<file path="src/design/tpe_pkg.sv">
/*
  Shared constants and types of the timer prescaler and edge control block.
  Assumes a 200 MHz core clock and an APB slave with 32-bit data words.
*/
package tpe_pkg;

  // Register indices; a byte address is four times the index.
  localparam logic [7:0] IDX_TIMER_CONTROL = 8'h05;
  localparam logic [7:0] IDX_INT_STATUS_ENABLE = 8'h07;
  localparam logic [7:0] IDX_TIMER_COUNT_LOW = 8'h0b;
  localparam logic [7:0] IDX_TIMER_COUNT_HIGH = 8'h0c;
  localparam logic [7:0] IDX_IRQ_STATUS = 8'h10;
  localparam logic [7:0] IDX_IRQ_MASK = 8'h11;

  // Field positions of timer_control.
  localparam int CTL_IRQ_EDGE_BIT = 7;
  localparam int CTL_EXT_EDGE_BIT = 6;
  localparam int CTL_SRC_BIT = 5;
  localparam int CTL_PS_HI = 4;
  localparam int CTL_PS_LO = 1;
  localparam logic [7:0] CTL_WRITE_MASK = 8'hfe;

  // Field positions of interrupt_status_enable.
  localparam int INT_PERIPH_FLAG_BIT = 7;
  localparam int INT_EXT_CLK_FLAG_BIT = 6;
  localparam int INT_OVF_FLAG_BIT = 5;
  localparam int INT_EXT_IRQ_FLAG_BIT = 4;

  // Field positions of irq_status and irq_mask.
  localparam int IST_EXT_IRQ_BIT = 0;
  localparam int IST_EXT_CLK_BIT = 1;
  localparam int IST_OVF_BIT = 2;
  localparam int IST_WIDTH = 3;

  // Values after reset.
  localparam logic [7:0] CTL_RESET = 8'h00;
  localparam logic [7:0] INTSE_RESET = 8'h00;
  localparam logic [15:0] COUNT_RESET = 16'h0000;
  localparam logic [IST_WIDTH-1:0] IST_RESET = 3'h0;
  localparam logic [7:0] PRESC_RESET = 8'h00;

  // Instruction cycle derived from the core clock.
  localparam int CORE_PERIOD_NS = 5;
  localparam int INSTR_PERIOD_NS = 20;
  localparam int INSTR_DIV_CYCLES = INSTR_PERIOD_NS / CORE_PERIOD_NS;
  localparam logic [1:0] INSTR_DIV_LAST = 2'(INSTR_DIV_CYCLES - 1);

  // APB answer sequencing.
  typedef enum logic [1:0] {
    TPE_IDLE,
    TPE_ACK
  } tpe_apb_state_t;

endpackage

</file>
<file path="src/design/tpe_edge_sync.sv">
/*
  Two-stage synchroniser with rising and falling edge detection for one pin.
  Assumes the pin is asynchronous to pclk and slower than half its rate.
*/
`timescale 1ns/100ps
`default_nettype none
module tpe_edge_sync
  import tpe_pkg::*;
(
  input wire logic pclk,
  input wire logic presetn,
  input wire logic pin,
  output logic level,
  output logic rise,
  output logic fall
);

  logic meta;
  logic sync;
  logic prev;

  // The first stage feeds only the second; the edge logic reads later stages.
  always_ff @(posedge pclk or negedge presetn) begin
    if (!presetn) begin
      meta <= 1'b0;
      sync <= 1'b0;
      prev <= 1'b0;
    end else begin
      meta <= pin;
      sync <= meta;
      prev <= sync;
    end
  end

  // Edges are one-cycle pulses on the synchronised level.
  assign level = sync;
  assign rise = sync & ~prev;
  assign fall = ~sync & prev;

endmodule
`default_nettype wire

</file>
<file path="src/design/tpe_prescaler.sv">
/*
  Power-of-two prescaler from 1:1 to 1:256 for the timer tick.
  Assumes tick_in is a one-cycle pulse on pclk.
*/
`timescale 1ns/100ps
`default_nettype none
module tpe_prescaler
  import tpe_pkg::*;
(
  input wire logic pclk,
  input wire logic presetn,
  input wire logic clear,
  input wire logic tick_in,
  input wire logic [3:0] sel,
  output logic tick_out
);

  logic [7:0] cnt;
  logic [7:0] mask;

  // Codes 0 to 7 give 2**code, any code with the top bit set gives 256.
  always_comb begin
    if (sel[3]) begin
      mask = 8'hff;
    end else begin
      mask = 8'((9'h001 << sel[2:0]) - 9'h001);
    end
  end

  // The counter runs freely on input ticks and restarts when the timer is loaded.
  always_ff @(posedge pclk or negedge presetn) begin
    if (!presetn) begin
      cnt <= PRESC_RESET;
    end else if (clear) begin
      cnt <= PRESC_RESET;
    end else if (tick_in) begin
      cnt <= cnt + 8'h01;
    end
  end

  // An output tick leaves when all selected low bits are ones.
  assign tick_out = tick_in & ~clear & ((cnt & mask) == mask);
endmodule
`default_nettype wire

</file>
<file path="src/design/tpe_timer0.sv">
/*
  Timer0 control block: timer_control, interrupt_status_enable, the 16-bit
  timer_count and an interrupt unit, all reached over APB.
  Assumes a 200 MHz pclk, an APB master obeying the protocol and two
  asynchronous pins for the external clock and external interrupt.
*/
`timescale 1ns/100ps
`default_nettype none
module tpe_timer0
  import tpe_pkg::*;
(
  input wire logic pclk,
  input wire logic presetn,
  input wire logic psel,
  input wire logic penable,
  input wire logic pwrite,
  input wire logic [11:0] paddr,
  input wire logic [31:0] pwdata,
  output logic [31:0] prdata,
  output logic pready,
  output logic pslverr,
  input wire logic timer_ext_clock_pin,
  input wire logic ext_irq_pin,
  output logic irq
);

  tpe_apb_state_t state;
  tpe_apb_state_t next_state;
  logic [7:0] timer_control;
  logic [7:0] interrupt_status_enable;
  logic [15:0] timer_count;
  logic [IST_WIDTH-1:0] irq_status;
  logic [IST_WIDTH-1:0] irq_mask;
  logic [1:0] instr_div;
  logic instr_tick;
  logic irq_level;
  logic irq_rise;
  logic irq_fall;
  logic clk_level;
  logic clk_rise;
  logic clk_fall;
  logic ext_irq_evt;
  logic ext_clk_evt;
  logic src_tick;
  logic count_tick;
  logic ovf_evt;
  logic done;
  logic wr_done;
  logic rd_done;
  logic [7:0] idx;
  logic aligned;
  logic hit_ctl;
  logic hit_intse;
  logic hit_low;
  logic hit_high;
  logic hit_ist;
  logic hit_mask;
  logic mapped;
  logic count_write;
  logic [7:0] next_rdata;
  logic [IST_WIDTH-1:0] ist_set;
  logic [IST_WIDTH-1:0] ist_kept;

  // Address decode: word aligned, index in bits 9 to 2, upper bits zero.
  assign idx = paddr[9:2];
  assign aligned = (paddr[1:0] == 2'b00) && (paddr[11:10] == 2'b00);
  assign hit_ctl = aligned && (idx == IDX_TIMER_CONTROL);
  assign hit_intse = aligned && (idx == IDX_INT_STATUS_ENABLE);
  assign hit_low = aligned && (idx == IDX_TIMER_COUNT_LOW);
  assign hit_high = aligned && (idx == IDX_TIMER_COUNT_HIGH);
  assign hit_ist = aligned && (idx == IDX_IRQ_STATUS);
  assign hit_mask = aligned && (idx == IDX_IRQ_MASK);
  assign mapped = hit_ctl | hit_intse | hit_low | hit_high | hit_ist | hit_mask;

  // A transfer completes at the edge where pready is seen high in the access phase.
  assign done = psel && penable && pready;
  assign wr_done = done && pwrite && mapped;
  assign rd_done = done && !pwrite && mapped;

  // The slave answers one cycle into the access phase.
  always_comb begin
    case (state)
      TPE_IDLE: begin
        if (psel && penable) begin
          next_state = TPE_ACK;
        end else begin
          next_state = TPE_IDLE;
        end
      end
      TPE_ACK: begin
        next_state = TPE_IDLE;
      end
      default: begin
        next_state = TPE_IDLE;
      end
    endcase
  end

  // State register of the bus answer.
  always_ff @(posedge pclk or negedge presetn) begin
    if (!presetn) begin
      state <= TPE_IDLE;
    end else begin
      state <= next_state;
    end
  end

  // Read data selection; unmapped words and unimplemented bits read as zero.
  always_comb begin
    next_rdata = 8'h00;
    if (hit_ctl) begin
      next_rdata = timer_control & CTL_WRITE_MASK;
    end else if (hit_intse) begin
      next_rdata = interrupt_status_enable;
    end else if (hit_low) begin
      next_rdata = timer_count[7:0];
    end else if (hit_high) begin
      next_rdata = timer_count[15:8];
    end else if (hit_ist) begin
      next_rdata = {5'h00, irq_status};
    end else if (hit_mask) begin
      next_rdata = {5'h00, irq_mask};
    end
  end

  // Bus outputs are registered with the answer.
  always_ff @(posedge pclk or negedge presetn) begin
    if (!presetn) begin
      pready <= 1'b0;
      pslverr <= 1'b0;
      prdata <= 32'h0000_0000;
    end else if (next_state == TPE_ACK) begin
      pready <= 1'b1;
      pslverr <= !mapped;
      prdata <= (!pwrite) ? {24'h00_0000, next_rdata} : 32'h0000_0000;
    end else begin
      pready <= 1'b0;
      pslverr <= 1'b0;
      prdata <= 32'h0000_0000;
    end
  end

  // Configuration register; bit 0 is unimplemented and holds zero.
  always_ff @(posedge pclk or negedge presetn) begin
    if (!presetn) begin
      timer_control <= CTL_RESET;
    end else if (wr_done && hit_ctl) begin
      timer_control <= pwdata[7:0] & CTL_WRITE_MASK;
    end
  end

  // Synchronisers and edge detectors for both pins.
  tpe_edge_sync u_irq_pin (
    .pclk(pclk),
    .presetn(presetn),
    .pin(ext_irq_pin),
    .level(irq_level),
    .rise(irq_rise),
    .fall(irq_fall)
  );

  tpe_edge_sync u_clk_pin (
    .pclk(pclk),
    .presetn(presetn),
    .pin(timer_ext_clock_pin),
    .level(clk_level),
    .rise(clk_rise),
    .fall(clk_fall)
  );

  // Edge selection for the interrupt pin and the clock pin.
  assign ext_irq_evt = timer_control[CTL_IRQ_EDGE_BIT] ? irq_rise : irq_fall;
  assign ext_clk_evt = timer_control[CTL_EXT_EDGE_BIT] ? clk_rise : clk_fall;

  // Instruction cycle enable: one pulse every four core cycles.
  always_ff @(posedge pclk or negedge presetn) begin
    if (!presetn) begin
      instr_div <= 2'b00;
    end else if (instr_div == INSTR_DIV_LAST) begin
      instr_div <= 2'b00;
    end else begin
      instr_div <= instr_div + 2'b01;
    end
  end
  assign instr_tick = (instr_div == INSTR_DIV_LAST);

  // Clock source choice; the edge select bit has no effect on the internal path.
  assign src_tick = timer_control[CTL_SRC_BIT] ? instr_tick : ext_clk_evt;

  // Loading either count byte restarts the prescaler so the new value lasts a full period.
  assign count_write = wr_done && (hit_low || hit_high);

  tpe_prescaler u_presc (
    .pclk(pclk),
    .presetn(presetn),
    .clear(count_write),
    .tick_in(src_tick),
    .sel(timer_control[CTL_PS_HI:CTL_PS_LO]),
    .tick_out(count_tick)
  );

  // The 16-bit count: software byte writes win over a tick in the same cycle.
  always_ff @(posedge pclk or negedge presetn) begin
    if (!presetn) begin
      timer_count <= COUNT_RESET;
    end else if (wr_done && hit_low) begin
      timer_count[7:0] <= pwdata[7:0];
    end else if (wr_done && hit_high) begin
      timer_count[15:8] <= pwdata[7:0];
    end else if (count_tick) begin
      timer_count <= timer_count + 16'h0001;
    end
  end
  assign ovf_evt = count_tick && !count_write && (timer_count == 16'hffff);

  // Flags and enables; a hardware event in the cycle of a clearing write still sets its flag.
  always_ff @(posedge pclk or negedge presetn) begin
    if (!presetn) begin
      interrupt_status_enable <= INTSE_RESET;
    end else begin
      if (wr_done && hit_intse) begin
        interrupt_status_enable <= pwdata[7:0];
      end
      if (ext_irq_evt) begin
        interrupt_status_enable[INT_EXT_IRQ_FLAG_BIT] <= 1'b1;
      end
      if (ext_clk_evt) begin
        interrupt_status_enable[INT_EXT_CLK_FLAG_BIT] <= 1'b1;
      end
      if (ovf_evt) begin
        interrupt_status_enable[INT_OVF_FLAG_BIT] <= 1'b1;
      end
    end
  end

  // Sticky status events.
  always_comb begin
    ist_set = IST_RESET;
    ist_set[IST_EXT_IRQ_BIT] = ext_irq_evt;
    ist_set[IST_EXT_CLK_BIT] = ext_clk_evt;
    ist_set[IST_OVF_BIT] = ovf_evt;
  end

  // A read clears only the bits that its answer reported; an event that lands while the
  // answer stands would otherwise be lost without ever being seen by software.
  assign ist_kept = irq_status & ~prdata[IST_WIDTH-1:0];

  // Status clears on read, and a new event in the read cycle survives.
  always_ff @(posedge pclk or negedge presetn) begin
    if (!presetn) begin
      irq_status <= IST_RESET;
    end else if (rd_done && hit_ist) begin
      irq_status <= ist_kept | ist_set;
    end else begin
      irq_status <= irq_status | ist_set;
    end
  end

  // Mask register of the same layout as the status.
  always_ff @(posedge pclk or negedge presetn) begin
    if (!presetn) begin
      irq_mask <= IST_RESET;
    end else if (wr_done && hit_mask) begin
      irq_mask <= pwdata[IST_WIDTH-1:0];
    end
  end

  // Level interrupt output, registered from the next status and mask.
  always_ff @(posedge pclk or negedge presetn) begin
    if (!presetn) begin
      irq <= 1'b0;
    end else if (wr_done && hit_mask) begin
      irq <= |((irq_status | ist_set) & pwdata[IST_WIDTH-1:0]);
    end else if (rd_done && hit_ist) begin
      irq <= |((ist_kept | ist_set) & irq_mask);
    end else begin
      irq <= |((irq_status | ist_set) & irq_mask);
    end
  end
endmodule
`default_nettype wire

</file>
<file path="config.mk">
export PLATFORM = sky130hd
export DESIGN_NAME = tpe_timer0
export DESIGN_NICKNAME = d
export VERILOG_FILES = /design/src/design/tpe_pkg.sv /design/src/design/tpe_edge_sync.sv /design/src/design/tpe_prescaler.sv /design/src/design/tpe_timer0.sv
export SDC_FILE = /design/constraint.sdc
export NUM_CORES = 1
export LEC_CHECK = 0
export BUFFER_PORTS_ARGS = -buffer_cell sky130_fd_sc_hd__buf_2
export CELL_PAD_IN_SITES_DETAIL_PLACEMENT = 2
export CELL_PAD_IN_SITES_GLOBAL_PLACEMENT = 2
export CORE_MARGIN = 2
export CORE_UTILIZATION = 30
export CTS_CLUSTER_SIZE = 8
export DETAILED_ROUTE_END_ITERATION = 6
export GPL_TIMING_DRIVEN = 0
export HOLD_SLACK_MARGIN = 0.03
export PLACE_DENSITY_LB_ADDON = 0.1
export SETUP_SLACK_MARGIN = 0.15
export SYNTH_ARGS = -nofsm -noshare
export SYNTH_HDL_FRONTEND = slang
export SYNTH_HIERARCHICAL = 1
export SYNTH_SLANG_ARGS = --single-unit
</file>
<file path="constraint.sdc">
create_clock -name pclk -period 2.7 [get_ports pclk]
set_input_delay 0.135 -clock pclk [delete_from_list [all_inputs] [get_ports pclk]]
set_output_delay 0.135 -clock pclk [all_outputs]
set_load 0.02 [all_outputs]
</file>
==> metrics.md <==
| Metric | Value |
|---|---|
| Run status | completed |
| Remaining DRCs | 0 |
| Worst path cell trace | buf_2 -> or4_4 -> or3_4 -> buf_8 -> nor2_4 -> clkbuf_8 -> and2b_1 -> o21ai_2 -> a2111oi_4 -> buf_4 -> buf_6 -> nand4_1 -> buf_4 -> o21ai_0 -> a21oi_1 -> a21oi_1 |
| Io pins | 86 |
| CP required | slightly below 3 ns |
| Initial core utilization | 0.305 |
| Met1 GRT Util | 0.259 |
| Synth Cell Area | roughly 0.0037 mm2 |
| Fillers | between 1k and 1.5k |
| Seq/Total Area, Yosys | 0.438 |
| Die area | 0.0131 mm2 |
| Crit Path Class | input pin to flip-flop |
| Most frequent cells in the layout | dfrtp_1, buf_2, buf_4 |
| Clk_skew | ~0.0086 ns |
| Remaining global-route overflow | 0 |
| Final period util | 0.966 |
| Crit path launch | paddr[8] |
| HPWL after DPL | around 8500 um |
| Die Ht | 114 um |
| Synth Instances | roughly 390 |
| Final Instance Area | roughly 0.0047 mm2 |
| Port Buffers | 37 |
| GR Util met2 | 0.339 |
| First-pass GRT wire length | roughly 20,000 um |
| Final setup vio count | 0 |
| Critical Path AT | 2.80 ns |
| Fin. Hold Viols | 0 |
| Dpl ws | -0.615 ns |
| Least-Margin Pin Slew | just under 1 ns |
| Largest net degree at the start of global routing | 65 |
| Number of synthesized flops with an enable pin | 0 |
| Reg-to-Reg Start | u_clk_pin/level |
| DP Cell Count | roughly 590 |
| Most used routing layer | met2 |
| Clock Latency Late Sink | 0.34 ns |
| YS warnings | 6 |
| Commonest non-fill, non-tap cell in the layout | dfrtp_1 |
| Final min period | 2.61 ns |
| Asr flop ratio synth | 1.00 |
| Fmax | 0.383 GHz |
| CTS tree | yes |
| Total track usage | 0.200 |
| Max-cap violation count | 0 |
| Placed Area | ~0.0042 mm2 |
| Critical path peak fanout | 8 |
| Die W | 114 um |
| VDD IR-drop max | about 400 uV |
| Slowest stage cell, crit path | or4_4 |
| CP startpoint kind | input pin |
| DRT iter0 DRCs | between 100 and 150 |
| H-tree depth | 3 |
| Total CTS buffers | 9 |
| FF-to-FF path depth | 14 |
| Vias per cell | roughly 5.2 |
| Fin nets | between 500 and 600 |
| RSZ-0062 raised after global routing | true |
| Gpl congestion | ~0.8 |
| # diodes | 0 |
| Initial antenna violation count | 0 |
| Core area | around 0.012 mm2 |
| Num Clock Sinks | 64 |
| Worst hold-check path type | input pin to flip-flop |
| DR WL/cell | around 20 um |
| Nature of the critical path endpoint | flip-flop |
| Post-synth cell types | 55 |
| Via count of the first global-routing pass | approximately 3.5k |
| Total number of vias | approximately 3.2k |
| Worst rel slew slack | 0.352 |
| Met3 GRT Util | 0.0424 |
| Pwr Density | 613 mW/mm2 |
| Slew Viols, Final | 0 |
| RR Endpoint | timer_count[11] |
| Clock slew at reported path FFs | around 0.06 ns |
| R2R setup slack | roughly 0.10 ns |
| Lkg Pwr | 2.11 nW |
| Synth-to-layout area growth | 28.4% |
| 1st-pass router iterations | 4 |
| Longest Clk Path Bufs | 2 |
| Site row count | 40 |
| CP Capture Point | timer_count[10] |
| Final Worst Setup Slack | between 0.09 and 0.1 ns |
| Post-DRT Antenna Nets | 0 |
| Finished Layout Cells | roughly 620 |
| Max incr delay on CP | 0.57 ns |
| Synth Flop Type | dfrtp_1 |
| Share of cells above drive strength 1 | 0.288 |
| Syn avg cell area | ~9.5 um2 |
| Number of register bits inferred by synthesis | 64 |
| Routed wire length | approximately 12,000 um |
| CTS root buffer | clkbuf_16 |
==> worst max-delay path, delay by kind of cell <==
| family | cells | cell delay [ns] |
|---|---|---|
| AOI/OAI and AO/OA | 5 | 0.45 |
| buffers and inverters | 6 | 0.83 |
| and+or+nand+nor | 5 | 1.38 |
==> area by class of cell <==
type,instances,area [um2],area share
Tap cell,147,184,0.0392
Buffer,41,279,0.0595
Clock buffer,11,243,0.0518
Clock inverter,5,56.3,0.0120
Inverter,6,22.5,0.00480
Multi-Input combinational cell,297,2000,0.426
Sequential cell,64,1600,0.342
Timing Repair Buffer,51,304,0.0648
==> repair_timing <==
action	CTS	global route
endpoints found under the setup margin	19	15
hold buffers	3	0
endpoints found under the hold margin	66	0
pin swaps	10	3
setup buffers	11	0
resized for setup	19	8
==> stage by stage <==
step / hold WS (ns) / setup TNS (ns) / power (mW) / util
4_1_cts: 0.0603 / 0 / 2.90 / 0.389
3_5_place_dp: 0.245 / -5.87 / 1.67 / 0.350
3_3_place_gp: 0.245 / -4.83 / 1.65 / 0.350
2_1_floorplan: -0.161 / 0 / 1.49 / -
6_report: 0.0659 / 0 / 2.87 / 0.392
5_1_grt: 0.0768 / -0.366 / 3.02 / 0.392
==> metal layers <==
| metal | up-vias | wire (um) |
|---|---|---|
| met5 | - | 0 |
| met4 | 0 | 159 |
| met3 | 13 | 405 |
| met2 | 54 | 6180 |
| met1 | 1658 | 5640 |
| li1 | 1514 | - |
==> sequential cells by signal, indices dropped and copies added (netlist names), 2 cells and up <==
register                 cells
prdata                       8
irq_mask                     3
irq_status                   3
timer_control                7
u_presc/cnt                  8
timer_count                 16
instr_div                    2
interrupt_status_enable      8
==> synthesized netlist by cell type (2+ instances only) <==
| cell type | number | area (um2) |
|---|---|---|
| o311a_1 | 5 | 50.1 |
| nor4_1 | 3 | 18.8 |
| nor2b_1 | 10 | 62.6 |
| a31oi_1 | 5 | 31.3 |
| inv_1 | 6 | 22.5 |
| nor2_1 | 26 | 97.6 |
| and2b_2 | 2 | 17.5 |
| xor2_1 | 13 | 114 |
| or3_1 | 4 | 25.0 |
| ha_1 | 3 | 37.5 |
| o21ai_0 | 23 | 115 |
| nand4_1 | 14 | 87.6 |
| buf_2 | 2 | 10.0 |
| clkbuf_1 | 15 | 56.3 |
| nand2b_1 | 2 | 12.5 |
| mux2_2 | 17 | 191 |
| o31ai_1 | 2 | 15.0 |
| a21oi_1 | 28 | 140 |
| buf_4 | 24 | 180 |
| nand2_1 | 33 | 124 |
| dfrtp_1 | 64 | 1600 |
| and4_1 | 3 | 26.3 |
| o221ai_1 | 3 | 26.3 |
| and2_1 | 5 | 31.3 |
| nand3_1 | 15 | 75.1 |
| o22ai_1 | 5 | 31.3 |
| a22oi_1 | 9 | 67.6 |
| mux2i_1 | 8 | 80.1 |
| nor3_1 | 5 | 25.0 |
| and3b_1 | 3 | 26.3 |
| and3_1 | 3 | 18.8 |
| nor2_2 | 2 | 12.5 |
==> power breakdown <==
part           switching [mW]  internal (mW)
Combinational           0.250          0.195
Sequential              0.165           1.07
Clock                   0.458          0.738
==> cells by family (layout without fill, tap and decap cells) <==
group / after synthesis / after routing / synth area share
simple gates: 141 / 141 / 0.214
compound gates: 90 / 90 / 0.155
flops: 64 / 64 / 0.438
buf+inv: 47 / 114 / 0.0736
mux: 25 / 25 / 0.0743
xor+xnor: 14 / 14 / 0.0336
fa+ha+maj: 3 / 3 / 0.0103
other cells: 1 / 24 / 0.00103
==> how the worst min path moves through the flow <==
stage / from / endpoint / slack, ns / cells after the start
finish: pwdata[7] / interrupt_status_enable[7] / 0.07 / 2
CTS: pwdata[7] / interrupt_status_enable[7] / 0.06 / 2
global placement: ext_irq_pin / u_irq_pin/meta / 0.24 / 1
detailed placement: ext_irq_pin / u_irq_pin/meta / 0.25 / 1
global route: pwdata[7] / interrupt_status_enable[7] / 0.08 / 2
floorplan: presetn / instr_div[0] / -0.16 / 0
(Power assumes the default switching activity.)
